--- src/pkg/adc_seq_pkg.sv ---
package adc_seq_pkg;

  // ----------------------------------------
  // register map
  // ----------------------------------------
  localparam int         ADDR_W          = 3;
  localparam logic [2:0] ADDR_CTRL_ZERO  = 3'h0;
  localparam logic [2:0] ADDR_CTRL_TWO   = 3'h2;
  localparam logic [2:0] ADDR_RES_HIGH   = 3'h3;
  localparam logic [2:0] ADDR_RES_LOW    = 3'h4;
  localparam logic [2:0] ADDR_STATUS     = 3'h5;

  // ----------------------------------------
  // field layout
  // ----------------------------------------
  localparam int ENABLE_BIT = 0;
  localparam int GO_BIT     = 1;
  localparam int CHAN_LSB   = 2;
  localparam int CLK_LSB    = 0;
  localparam int ACQ_LSB    = 3;
  localparam int FMT_BIT    = 7;
  localparam int FLAG_BIT   = 0;

  localparam logic [7:0]  BYTE_ZERO  = 8'h00;
  localparam logic [3:0]  NIB_ZERO   = 4'h0;
  localparam logic [11:0] SAR_FIRST  = 12'h800;
  localparam logic [11:0] SAR_ZERO   = 12'h000;
  localparam logic [1:0]  CLK_RC     = 2'h3;
  localparam logic [2:0]  ACQ_MANUAL = 3'h0;

  // ----------------------------------------
  // timing
  // ----------------------------------------
  localparam int CLK_PERIOD_NS = 10;
  localparam int TCY_NS        = 40;
  localparam int TCY_CYCLES    = TCY_NS / CLK_PERIOD_NS;
  localparam int WAIT_TCY      = 2;
  localparam int WAIT_CYCLES   = WAIT_TCY * TCY_CYCLES;
  localparam logic [4:0] CONV_LAST_TAD = 5'h0C;

  typedef enum logic [2:0] {
    ST_IDLE  = 3'b000,
    ST_DELAY = 3'b001,
    ST_ACQ   = 3'b010,
    ST_CONV  = 3'b011,
    ST_WAIT  = 3'b100
  } conv_state_e;

  // acquisition length in converter clock periods
  function automatic logic [4:0] acq_tads(input logic [2:0] code);
    case (code)
      3'h7:    acq_tads = 5'h14;
      3'h6:    acq_tads = 5'h10;
      3'h5:    acq_tads = 5'h0C;
      3'h4:    acq_tads = 5'h08;
      3'h3:    acq_tads = 5'h06;
      3'h2:    acq_tads = 5'h04;
      3'h1:    acq_tads = 5'h02;
      default: acq_tads = 5'h00;
    endcase
  endfunction

  // last count of the system clock divider
  function automatic logic [5:0] div_last(input logic [2:0] code);
    case (code)
      3'h0:    div_last = 6'h01;
      3'h4:    div_last = 6'h03;
      3'h1:    div_last = 6'h07;
      3'h5:    div_last = 6'h0F;
      3'h2:    div_last = 6'h1F;
      3'h6:    div_last = 6'h3F;
      default: div_last = 6'h01;
    endcase
  endfunction

endpackage

--- src/rtl/adc_sequencer_control.sv ---
// The address-and-strobe port and the register offsets were left to the implementer.
`timescale 1ns/100ps
`default_nettype none

// What this block does
// successive approximation yields 12-bit result
// channel field bits 5:2 picks input
// codes 1100-1111 absent on small variant; the channel field still takes all 16 codes when NUM_CHANNELS is 12
// status bit reads 1 while converting
// enable bit switches converter on/off
// format bit: 1 right, 0 left justified
// acquisition code maps to 0..20 periods
// clock field selects divisor or RC
// RC clock waits one instruction cycle
// in sleep only RC clock runs
// reset clears registers, aborts conversion
// completion: store result, clear status, flag
// programmed acquisition then automatic conversion
// code 000 converts immediately
// sampling resumes after each conversion
// no acquisition-end indication; status stays set
// software waits acquisition in manual mode
// hold capacitor disconnected during conversion
// unused bits ignore writes, read zero
// clearing status aborts, result kept
// two instruction cycles before resampling
// conversion takes thirteen converter clocks
// status set while disabled does nothing
module adc_sequencer_control
  import adc_seq_pkg::*;
#(
  parameter int NUM_CHANNELS = 16
) (
  // clock and reset
  input  wire logic                       mclk,
  input  wire logic                       reset,
  // register port
  input  wire logic [adc_seq_pkg::ADDR_W-1:0] addr,
  input  wire logic [7:0]                 wdata,
  input  wire logic                       wr_strobe,
  input  wire logic                       rd_strobe,
  output logic      [7:0]                 rdata,
  // device state
  input  wire logic                       device_sleep,
  input  wire logic                       internal_rc_clock,
  // analog front end
  input  wire logic                       comparator_high,
  output logic      [3:0]                 channel_select,
  output logic                            sample_connect,
  output logic      [11:0]                trial_code,
  output logic                            converter_interrupt_flag
);
  import adc_seq_pkg::*;

  // --------------------------------------------------
  // elaboration check
  // --------------------------------------------------

  if (NUM_CHANNELS != 12 && NUM_CHANNELS != 16) begin : g_chk
    $error("NUM_CHANNELS must be 12 or 16");
  end

  // --------------------------------------------------
  // state
  // --------------------------------------------------
  typedef struct packed {
    logic        rc_s1;
    logic        rc_s2;
    logic        rc_prev;
    logic        enable;
    logic        go;
    logic [3:0]  channel;
    logic        fmt;
    logic [2:0]  acq;
    logic [2:0]  clksel;
    logic [7:0]  res_hi;
    logic [7:0]  res_lo;
    logic        flag;
    conv_state_e st;
    logic [5:0]  div_cnt;
    logic [4:0]  tad_cnt;
    logic [3:0]  cyc_cnt;
    logic [11:0] sar;
    logic [7:0]  rd;
  } state_s;

  state_s state_reg;
  state_s state_next;

  logic       rc_mode;
  logic       tick;
  logic       done;
  logic       wr_ctrl0;
  logic [3:0] bit_idx;


  assign rc_mode = (state_reg.clksel[1:0] == CLK_RC);
  assign tick    = rc_mode ? (state_reg.rc_s2 & ~state_reg.rc_prev)
                           : (~device_sleep &&
                              state_reg.div_cnt == div_last(state_reg.clksel));

  assign done     = (state_reg.st == ST_CONV) && tick &&
                    (state_reg.tad_cnt == CONV_LAST_TAD);
  assign wr_ctrl0 = wr_strobe && (addr == ADDR_CTRL_ZERO);
  assign bit_idx  = 4'(CONV_LAST_TAD - state_reg.tad_cnt);

  // --------------------------------------------------
  // next state
  // --------------------------------------------------
  always_comb begin
    state_next = state_reg;
    // synchronisers
    state_next.rc_s1   = internal_rc_clock;
    state_next.rc_s2   = state_reg.rc_s1;
    state_next.rc_prev = state_reg.rc_s2;

    // divider runs only while timing a phase
    if (state_reg.st == ST_ACQ || state_reg.st == ST_CONV) begin
      state_next.div_cnt = (tick || rc_mode) ? 6'h00
                                             : state_reg.div_cnt + 6'h01;
    end else begin
      state_next.div_cnt = 6'h00;
    end

    // sequencer
    case (state_reg.st)
      ST_IDLE: begin
        if (state_reg.go) begin
          state_next.cyc_cnt = 4'h0;
          state_next.tad_cnt = 5'h00;
          state_next.sar     = SAR_FIRST;
          if (rc_mode) begin
            state_next.st = ST_DELAY;
          end else if (state_reg.acq == ACQ_MANUAL) begin
            state_next.st = ST_CONV;
          end else begin
            state_next.st = ST_ACQ;
          end
        end
      end
      ST_DELAY: begin
        state_next.cyc_cnt = state_reg.cyc_cnt + 4'h1;
        if (state_reg.cyc_cnt == 4'(TCY_CYCLES - 1)) begin
          state_next.st = (state_reg.acq == ACQ_MANUAL) ? ST_CONV
                                                        : ST_ACQ;
        end
      end
      ST_ACQ: begin
        if (tick) begin
          state_next.tad_cnt = state_reg.tad_cnt + 5'h01;

          if (state_reg.tad_cnt + 5'h01 >= acq_tads(state_reg.acq)) begin
            state_next.st      = ST_CONV;
            state_next.tad_cnt = 5'h00;
          end
        end
      end
      ST_CONV: begin
        // first period lets the hold settle, then one bit per period
        if (tick) begin
          state_next.tad_cnt = state_reg.tad_cnt + 5'h01;
          if (state_reg.tad_cnt != 5'h00) begin
            // comparator answers our own registered trial word, so
            // no synchroniser: two flops would miss a two-clock period
            if (!comparator_high) begin
              state_next.sar[bit_idx] = 1'b0;
            end
            if (bit_idx != 4'h0) begin
              state_next.sar[bit_idx - 4'h1] = 1'b1;
            end
          end
        end
        if (done) begin

          if (state_reg.fmt) begin
            state_next.res_hi = {NIB_ZERO, state_next.sar[11:8]};
            state_next.res_lo = state_next.sar[7:0];
          end else begin
            state_next.res_hi = state_next.sar[11:4];
            state_next.res_lo = {state_next.sar[3:0], NIB_ZERO};
          end
          state_next.go      = 1'b0;
          state_next.st      = ST_WAIT;
          state_next.cyc_cnt = 4'h0;
        end
      end
      ST_WAIT: begin

        state_next.cyc_cnt = state_reg.cyc_cnt + 4'h1;
        if (state_reg.cyc_cnt == 4'(WAIT_CYCLES - 1)) begin
          state_next.st = ST_IDLE;
        end
      end
      default: begin
        state_next.st = ST_IDLE;
      end
    endcase

    // hardware set beats software clear
    if (done) begin
      state_next.flag = 1'b1;
    end else if (wr_strobe && addr == ADDR_STATUS && wdata[FLAG_BIT]) begin
      state_next.flag = 1'b0;
    end

    // register writes, unused bits dropped
    if (wr_strobe) begin
      case (addr)
        ADDR_CTRL_ZERO: begin
          state_next.channel = wdata[CHAN_LSB +: 4];
          state_next.enable  = wdata[ENABLE_BIT];
          // only an already running module accepts a start
          if (wdata[GO_BIT] && state_reg.enable && wdata[ENABLE_BIT]) begin
            state_next.go = 1'b1;
          end else if (!wdata[GO_BIT]) begin
            state_next.go = 1'b0;
            // abort, result untouched
            if (state_reg.st == ST_DELAY || state_reg.st == ST_ACQ ||
                state_reg.st == ST_CONV) begin
              state_next.st      = ST_WAIT;
              state_next.cyc_cnt = 4'h0;
              state_next.res_hi  = state_reg.res_hi;
              state_next.res_lo  = state_reg.res_lo;
              state_next.flag    = state_reg.flag; // abort beats completion
            end
          end
        end
        ADDR_CTRL_TWO: begin
          state_next.fmt    = wdata[FMT_BIT];
          state_next.acq    = wdata[ACQ_LSB +: 3];
          state_next.clksel = wdata[CLK_LSB +: 3];
        end
        ADDR_RES_HIGH: begin
          state_next.res_hi = wdata;
        end
        ADDR_RES_LOW: begin
          state_next.res_lo = wdata;
        end
        default: begin
        end
      endcase
    end

    // switched off: everything stops at once
    if (!state_next.enable) begin
      state_next.go = 1'b0;
      state_next.st = ST_IDLE;
    end

    // read data, one cycle after the strobe
    state_next.rd = BYTE_ZERO;
    if (rd_strobe) begin
      case (addr)
        ADDR_CTRL_ZERO: begin
          state_next.rd = {2'h0, state_reg.channel, state_reg.go,
                           state_reg.enable};
        end
        ADDR_CTRL_TWO: begin
          state_next.rd = {state_reg.fmt, 1'b0, state_reg.acq,
                           state_reg.clksel};
        end
        ADDR_RES_HIGH: begin
          state_next.rd = state_reg.res_hi;
        end
        ADDR_RES_LOW: begin
          state_next.rd = state_reg.res_lo;
        end
        ADDR_STATUS: begin
          state_next.rd = {7'h00, state_reg.flag};
        end
        default: begin
          state_next.rd = BYTE_ZERO;
        end
      endcase
    end
  end

  // --------------------------------------------------
  // registers
  // --------------------------------------------------

  always_ff @(posedge mclk or posedge reset) begin
    if (reset) begin
      state_reg <= '0;
    end else begin
      state_reg <= state_next;
    end
  end

  // --------------------------------------------------
  // outputs
  // --------------------------------------------------
  assign rdata                    = state_reg.rd;
  assign channel_select           = state_reg.channel;
  assign trial_code               = state_reg.sar;
  assign converter_interrupt_flag = state_reg.flag;
  // manual mode stops sampling as soon as a start is seen
  assign sample_connect = state_reg.enable &&
                          ((state_reg.st == ST_IDLE &&
                            !(state_reg.go && state_reg.acq == ACQ_MANUAL)) ||
                           state_reg.st == ST_ACQ ||
                           (state_reg.st == ST_DELAY &&
                            state_reg.acq != ACQ_MANUAL));
endmodule

`default_nettype wire

--- config.mk ---
export PLATFORM = sky130hd
export DESIGN_NAME = adc_sequencer_control
export DESIGN_NICKNAME = d
export VERILOG_FILES = /design/src/pkg/adc_seq_pkg.sv /design/src/rtl/adc_sequencer_control.sv
export SDC_FILE = /design/constraint.sdc
export NUM_CORES = 1
export LEC_CHECK = 0
export ABC_AREA = 1
export BUFFER_PORTS_ARGS = -buffer_cell sky130_fd_sc_hd__buf_4
export CELL_PAD_IN_SITES_DETAIL_PLACEMENT = 1
export CELL_PAD_IN_SITES_GLOBAL_PLACEMENT = 1
export CORE_ASPECT_RATIO = 1.5
export CORE_MARGIN = 3
export CORE_UTILIZATION = 41
export CTS_BUF_LIST = sky130_fd_sc_hd__clkbuf_4
export DETAILED_ROUTE_END_ITERATION = 16
export PLACE_DENSITY = 0.81
export RECOVER_POWER = 25
export SYNTH_ARGS = -nofsm -noshare
export SYNTH_HDL_FRONTEND = slang
export SYNTH_SLANG_ARGS = --single-unit
--- constraint.sdc ---
create_clock -name mclk -period 2.15 [get_ports mclk]
set_input_delay 0.1075 -clock mclk [delete_from_list [all_inputs] [get_ports mclk]]
set_output_delay 0.1075 -clock mclk [all_outputs]
set_load 0.02 [all_outputs]
After elaboration in Yosys (flattened, before gate mapping) --
Cells that the tools add are included.
Cells by class: add/sub/neg operators 5, $lt $le $gt $ge 5, equal/unequal tests 29, mux-type cells 62, bitwise logic cells 6, reductions and logical operators 33
Operators with widths (count):
- 12-bit two-way mux | 7
- 20-bit two-way mux | 3
- 16-bit two-way mux | 3
- 8-bit case mux with 5 select lines | 1
- 5-bit case mux with 7 select lines | 1
- 33-bit two-way mux | 1
- 8-bit case mux with 2 select lines | 2
- 3-bit == test, second input constant | 10
- 6-bit case mux with 5 select lines | 1
- 4-bit two-way mux | 7
- 5-bit two-way mux | 5
- 12-bit case mux with 2 select lines | 1
- 3-bit by 2-bit == test with 1-bit output, second input constant | 7
- 21-bit two-way mux | 1
- 3-bit two-way mux | 7
- 6-bit two-way mux | 3
- 3-bit case mux with 5 select lines | 1
- 5-bit case mux with 3 select lines | 1
- 1-bit logical AND | 13
- 12-bit bitwise AND | 1
- 12-bit NOT | 1
- 12-bit bitwise OR | 1
- 4-bit case mux with 3 select lines | 1
- 1-bit two-way mux | 11
- other kinds (32) | 50
Word-level totals: register bits 71, input bits 18, word-level logic and storage cells 158

Logic depth before layout (Yosys ltp) --
Gate-level depths: netlist (run 1).
word-level depth 24, gate-level depth with buffers 17, gate-level depth less buffers 16

Least setup slack after synthesis (run 1) --
No wires, ideal clock.
kind register to register, start register state_reg[24] (netlist bit), end register state_reg[26] (netlist bit), library setup time 0.130 ns, arrival time 2.132 ns, data required time 2.020 ns, slack -0.112 ns, cell stages (with the launch flop) 10, path buffers 0, period minus slack after synthesis 2.262 ns, cells stage by stage dfrtp_1 -> ha_1 -> nand3_1 -> xor2_1 -> ha_1 -> nand2_1 -> o311ai_0 -> o21ai_0 -> nand3_1 -> o21ai_0
Between the ends: cells in the longest elaborated chain, start to end 5, elaborated cells between the ends (all ways) 6, those cells by class add/sub (1); order compare (1); mux (4)
RTL lines:
- start, declared | RTL line adc_sequencer_control.sv:87 | state_s state_reg;
- start signal, assigned | RTL line adc_sequencer_control.sv:286 | state_reg <= state_next;
- 5-bit by 1-bit adder with 5-bit output * | RTL line adc_sequencer_control.sv:150, adc_sequencer_control.sv:152, adc_sequencer_control.sv:161
- 5-bit >= comparator | RTL line adc_sequencer_control.sv:152 | if (state_reg.tad_cnt + 5'h01 >= acq_tads(state_reg.acq)) begin
- 5-bit two-way mux | RTL line adc_sequencer_control.sv:152
- 5-bit two-way mux | RTL line adc_sequencer_control.sv:149 | if (tick) begin
- 5-bit case mux with 3 select lines * | RTL line adc_sequencer_control.sv:126 | case (state_reg.st)
Mark *: on every way between the ends. The rest lies on a longest branch, timed or not. The select of a mux whose other input is x is not followed. A chain may end at the register's enable or synchronous reset.

Final worst setup path (run 1) --
start register state_reg[55] (netlist bit), end register state_reg[50] (netlist bit)
Between the ends: cells in the longest elaborated chain, start to end 14, elaborated cells between the ends (all ways) 21, those cells by class eq/ne (7); mux (11); reduce/logical (3)
RTL lines:
- 3-bit == test (tied with other cells) | RTL line adc_seq_pkg.sv:65 | case (code)
- 6-bit case mux with 5 select lines | RTL line adc_seq_pkg.sv:65
- 6-bit == test | RTL line adc_sequencer_control.sv:100 | state_reg.div_cnt == div_last(state_reg.clksel));
- 1-bit logical AND | RTL line adc_sequencer_control.sv:99 | : (~device_sleep &&
- 1-bit two-way mux * | RTL line adc_sequencer_control.sv:98 | assign tick = rc_mode ? (state_reg.rc_s2 & ~state_reg.rc_prev)
- 12-bit two-way mux or 1-bit logical AND (tied branches) | RTL line adc_sequencer_control.sv:160, adc_sequencer_control.sv:102
- 16-bit two-way mux or 1-bit logical AND (tied branches) | RTL line adc_sequencer_control.sv:175, adc_sequencer_control.sv:102
- 16-bit two-way mux * | RTL line adc_sequencer_control.sv:173 | if (done) begin
- 16-bit two-way mux * | RTL line adc_sequencer_control.sv:126
- 20-bit two-way mux | RTL line adc_sequencer_control.sv:218 | if (state_reg.st == ST_DELAY || state_reg.st == ST_ACQ ||
- 20-bit two-way mux | RTL line adc_sequencer_control.sv:215 | end else if (!wdata[GO_BIT]) begin
- 20-bit two-way mux | RTL line adc_sequencer_control.sv:213 | if (wdata[GO_BIT] && state_reg.enable && wdata[ENABLE_BIT]) begin
- 8-bit case mux with 2 select lines | RTL line adc_sequencer_control.sv:208 | case (addr)
- 33-bit two-way mux * | RTL line adc_sequencer_control.sv:207 | if (wr_strobe) begin
Marks and branches as above.

==> results of run 1 <==
-- placed cells by master, fill, tap and decap left out, drive strengths merged, types with 11 or more instances in the layout --
| cell | instances |
|---|---|
| nor2 | 77 |
| dfrtp | 71 |
| clkbuf | 11 |
| a21oi | 38 |
| ha | 15 |
| o21ai | 47 |
| nand3 | 60 |
| buf | 107 |
| inv | 90 |
| nand2 | 138 |
-- stage by stage --
| stage | TNS (ns) | area, um2 | std cells | util, % | hold WS, ns |
|---|---|---|---|---|---|
| 2_1_floorplan | 0 | 4644 | 635 | - | 0.1389 |
| 3_3_place_gp | -0.3836 | 5299 | 839 | 47.93 | 0.2187 |
| 3_5_place_dp | -3.362 | 5299 | 839 | 47.93 | 0.2198 |
| 4_1_cts | -0.8217 | 5894 | 878 | 53.32 | 0.01833 |
| 5_1_grt | -8.035 | 6157 | 883 | 55.69 | 0.01694 |
| 6_report | -1.998 | 6157 | 883 | 55.69 | 0.02172 |
-- layer usage --
layer,vias up,wire length (um),GRT usage [%],share of wire [%]
li1,2255,-,-,-
met1,2393,6889,31.77,39
met2,141,9013,49.34,51
met3,68,646,4.319,3.7
met4,0,980,14.75,5.6
met5,-,0,0,0
-- cell families after synthesis --
family                   count (synthesis)  share of synthesized area [%]
AO/OA/AOI/OAI                          126                          16.11
XOR/XNOR                                 7                          1.320
adder cells (fa/ha/maj)                 15                          4.041
buffers and inverters                  126                          12.77
flip-flops                              71                          38.25
multiplexers                             1                         0.2424
AND/OR/NAND/NOR                        289                          27.26
-- timing repair --
item,4_1_cts,5_1_grt
endpoints found under the setup margin,32,42
hold endpoints to repair,86,0
hold buffers,10,0
gates cloned,2,1
setup buffers,11,4
gates resized for setup,74,57
pin swaps,26,19
-- cell type report --
class                      count  area, um2  area share [%]
multi-input combinational    439       2729           44.32
sequential                    71       1779           28.90
timing repair buffer         119      978.4           15.89
inverter                      90      351.6           5.710
tap                          147      183.9           2.987
clock buffer                   9      67.56           1.097
clock inverter                 7      63.81           1.036
timing repair inverter         1      3.754         0.06096
-- worst register-to-register path, cell delays in order (launching register included) --
cell      delay, ns
dfrtp_1        0.44
inv_2          0.13
ha_4           0.23
nand2_1        0.08
nand3_1        0.09
nor2_2         0.13
nand3_2        0.15
buf_6          0.16
a21boi_4       0.17
buf_6          0.16
nand3_2        0.11
nand3_1        0.12
nand3_1        0.09
a21oi_2        0.15
-- path summary, 6_finish.rpt --
check	end	slack, ns	cells past startpoint
max	state_reg[50]$_DFFE_PP0P_	-0.12	13
min	converter_interrupt_flag$_DFFE_PP0P_	0.02	4
max reg2reg	state_reg[50]$_DFFE_PP0P_	-0.12	13
min reg2reg	state_next[68]$_DFF_PP0_	0.38	0
max in group asynchronous	state_reg[26]$_DFFE_PP0P_	0.26	4
min in group asynchronous	state_reg[24]$_DFFE_PP0P_	0.76	4
-- power by group --
group          internal, mW  switching [mW]  leakage (nW)
sequential             1.63           0.339         0.911
clock                 0.344           0.534        0.0691
combinational          1.46            2.07          2.00
==> run summary, run 1 <==
status: complete, but fails checks
failing checks: max-capacitance violations, max-slew violations, negative setup slack
number of global-route vias before repair: 5200
drt drc: 0
CTS tree: built
Area Growth Syn to Fin: 32.57%
Slew HR: -10.96%
largest net degree at the start of global routing: 72
crit path max fanout: 5
CTS max path bufs: 2
power per cell area: 1035 nW/um2
RR Startpoint: state_reg[55]$_DFFE_PP0P_
post-synthesis register bit count: 71
EDFF count, synth: 0
Final Cycle Share: 105.6%
Clock Latency Late Sink: 0.45 ns
Critical Path Most Common Cell: nand3_1
Layout Nets: 764
count of different cell masters after synthesis: 42
family with the most delay on the worst path: simple AND/OR/NAND/NOR gates
final hold vios: 0
worst slew pin tran: 1.664 ns
Worst Setup SP: state_reg[55]$_DFFE_PP0P_
gpl congestion: 0.9062
grt ovf: 0
1st-pass router iterations: 4
Total Power: 6.375 mW
CP max stage cell: dfrtp_1
Post-Place Worst Slack: -0.1939 ns
total CTS buffers: 9
core area: 11060 um2
fill cell count: 1422
DR iter-0 viols: 242
clock-pin slew on the worst setup and hold paths: 0.12 ns
Wirelength per Cell: 19.85 um
max reg flops: 44
Syn Std Cell Area: 4644 um2
crit-path cells: inv_2 -> ha_4 -> nand2_1 -> nand3_1 -> nor2_2 -> nand3_2 -> buf_6 -> a21boi_4 -> buf_6 -> nand3_2 -> nand3_1 -> nand3_1 -> a21oi_2
synth cell count leaders: nand2_1, inv_1, dfrtp_1
PortBufs: 43
FP Rows: 47
syn nets: 668
drt total wl: 17.53 mm
post-synth top area share: 38.25%
H-tree depth: 3
first-pass GRT wire length: 27.24 mm
final worst slack: -0.1207 ns
Startpoint Class: flop
full die area: 12670 um2
largest cells by area after synthesis: dfrtp_1, nand2_1, inv_1
top_reg_cell synth: dfrtp_1
CP bufs+invs: 3
Synth warnings: 0
hold wc startpoint: addr[0]
Mean Syn Cell Area: 7.314 um2
Final Slew Violations: 72
Root Buffer: clkbuf_4
VDD IR max: 412.0 uV
largest area contributor in the synthesized netlist: dfrtp_1
layout cells sized above 1: 31.52%
WP data required: 2.53 ns
Post-synth ARST share: 100.0%
CTS Sinks: 71
f_max: 440.4 MHz
initial antenna violation count: 0
Worst Clk Skew: 0.02081 ns
max_cap viols: 1
routed vias: 4857
Chip Width: 92.90 um
critical path class: flop to flop
Setup violations, final: 29
Gate Count Post-Synth: 635
vias per cell: 5.501
worst hold path class: input port to flop
cell with the most instances after synthesis: nand2_1
I/O pin total: 44
leakage dissipation: 2.983 nW
Initial Utilization: 42.01%
Tmin final: 2.271 ns
RSZ-0062 raised after global routing: yes
WP data arrival: 2.65 ns
Routed Antenna Nets: 0
GRT Total Usage: 27.80%
die height: 136.4 um
diode count: 0
sequential share of the synthesized area: 38.25%
CP max stage delay: 0.44 ns
crit end category: flop
DP HPWL: 12.37 mm
Power figures use the tool's default switching activity.
==> inputs of run 2 (changes only) <==
Settings changed: CORE_UTILIZATION 41 to 37, PLACE_DENSITY 0.81 to 0.72.
Clock period 2.15 ns to 2.36 ns, I/O delays scaled along.
==> run 2 against run 1 <==
  * The run now ends clean
  * Sequential power fell by 9.6%
  * Register-to-register slack improved by 0.17 ns
  * Worst hold slack improved by 0.044 ns
==> run summary, run 2 (synthesis results as in run 1) <==
status: finished clean
hold wc startpoint: addr[1]
Switching Share: 45.23%
Startpoint Class: flop
Tmin final: 2.315 ns
post-route design area: 5773 um2
RSZ-0062 raised after global routing: yes
clock-pin slew on the worst setup and hold paths: 0.13 ns
met2 WL: 8.586 mm
Layout Cells excl Fill: 868
crit-path cells: inv_2 -> ha_4 -> nand2_1 -> nand3_1 -> nor2_1 -> nand3_2 -> nand2_4 -> nand3_4 -> nor2_8 -> buf_6 -> nand3_2 -> nand3_2 -> nand2_1 -> a21oi_2
largest net degree at the start of global routing: 35
CTS max path bufs: 2
Final Cycle Share: 98.09%
Slew HR: 38.99%
Top Metal Used: met4
die height: 143.2 um
Initial Utilization: 38.26%
PortBufs: 43
Clock power frac: 16.5%
DR iter-0 viols: 181
drt total wl: 16.17 mm
Combinational Power Share: 50.7%
f_max: 432.0 MHz
CP max stage cell: dfrtp_1
full die area: 13960 um2
I/O pin total: 44
drt drc: 0
FF-to-FF path depth: 14
H-tree depth: 3
routed vias: 4684
Final Slew Violations: 0
FP Rows: 49
WP data required: 2.74 ns
grt ovf: 0
core area: 12140 um2
worst hold endpoint: rdata[0]$_DFF_PP0_
CTS Sinks: 71
Levels on crit path: 14
Critical Path Most Common Cell: nand3_2
critical path class: flop to flop
max reg flops: 44
Total Power: 5.410 mW
CP max stage delay: 0.45 ns
met3 WL: 557 um
Post-Place Worst Slack: -0.1200 ns
total CTS buffers: 9
1st-pass router iterations: 7
leakage dissipation: 2.816 nW
max_cap viols: 0
Chip Width: 97.48 um
final hold vios: 0
Routed Antenna Nets: 0
sequential power share: 32.9%
most frequent cells in the layout: nand2_1, buf_4, inv_1
final core utilization: 47.56%
family with the most delay on the worst path: simple AND/OR/NAND/NOR gates
Layout Nets: 742
gpl congestion: 0.8870
dpl cell area: 5114 um2
CTS tree: built
wl on met1: 6.440 mm
commonest non-fill, non-tap cell in the layout: nand2_1
worst hold slack: 0.06591 ns
r2r endpoint: state_reg[44]$_DFFE_PP0P_
Psw: 2.447 mW
CP bufs+invs: 2
GRT Total Usage: 22.72%
crit end category: flop
VDD IR max: 436.9 uV
worst hold path class: input port to flop
number of global-route vias before repair: 4924
final worst slack: 0.04514 ns
Root Buffer: clkbuf_4
worst slew pin tran: 0.9152 ns
Clock Latency Late Sink: 0.45 ns
layout cells sized above 1: 24.65%
DP HPWL: 12.01 mm
Area Growth Syn to Fin: 24.30%
TNS Setup: 0 ns
Worst Clk Skew: 0.02165 ns
Setup violations, final: 0
power per cell area: 937.1 nW/um2
crit path max fanout: 6
Pint: 2.963 mW
r2r setup slk: 0.05 ns
initial antenna violation count: 1
RR Startpoint: state_reg[56]$_DFFE_PP0P_
WP data arrival: 2.70 ns
Hold Crit Depth: 4
first-pass GRT wire length: 25.26 mm
Wirelength per Cell: 18.63 um
vias per cell: 5.396
Placed Cells: 821
## run 2: cell types whose count changed in the layout (fill, tap and decap cells not counted), moves of 5 or more
cell     delta
buf_4      -17
o21ai_0     +5
nand2_1    +10
nand3_1     +5
nand2_2     -6
## run 2: layout make-up
cell class | count | area, um2
antenna | 1 | 2.502
clock buffer | 9 | 67.56
clock inverter | 7 | 87.58
fill | 1562 | 6366
inverter | 90 | 345.3
multi-input combinational | 438 | 2506
sequential | 71 | 1779
tap | 153 | 191.4
timing repair buffer | 99 | 793.3
## run 2: how the worst max path moves through the flow
stage / start / end / slack (ns)
floorplan: state_reg[24]$_DFFE_PP0P_ / state_reg[26]$_DFFE_PP0P_ / 0.1
detailed placement: state_reg[24]$_DFFE_PP0P_ / state_reg[28]$_DFFE_PP0P_ / -0.12
global route: state_reg[55]$_DFFE_PP0P_ / state_reg[44]$_DFFE_PP0P_ / -0.12
CTS: state_reg[55]$_DFFE_PP0P_ / state_reg[43]$_DFFE_PP0P_ / 0.007
finish: state_reg[56]$_DFFE_PP0P_ / state_reg[44]$_DFFE_PP0P_ / 0.05
global placement: state_reg[24]$_DFFE_PP0P_ / state_reg[28]$_DFFE_PP0P_ / 0.05
## run 2: timing repair
item | in CTS | in global routing
pin swaps | 1 | 17
hold endpoints to repair | 37 | 0
setup buffers | 5 | 12
hold buffers | 12 | 0
setup endpoints to repair | 25 | 32
gates resized for setup | 6 | 72
cloned | 0 | 1
## run 2: routing by layer
metal / GRT usage (%) / vias to the layer above
met5: 0 / -
met4: 9.920 / 0
met3: 2.981 / 41
met2: 42.10 / 128
met1: 26.03 / 2296
li1: - / 2219
## run 2: worst reg2reg max path: cells and delay by family, from the launching register on
| kind | cells | cell delay [ns] |
|---|---|---|
| buffers and inverters | 2 | 0.27 |
| AO/OA/AOI/OAI | 1 | 0.14 |
| flip-flops | 1 | 0.45 |
| AND/OR/NAND/NOR | 10 | 1.17 |
| adder cells (fa/ha/maj) | 1 | 0.23 |
## run 2: power by group through the flow
stage                     logic [mW]  registers, mW  clock network (mW)
after global placement          2.17           1.77                   0
after detailed placement        2.25           1.79                   0
after global routing            3.05           1.81               0.966
after CTS                       2.32           1.76               0.903
after floorplan                 1.60           1.66                   0
final                           2.74           1.78               0.891
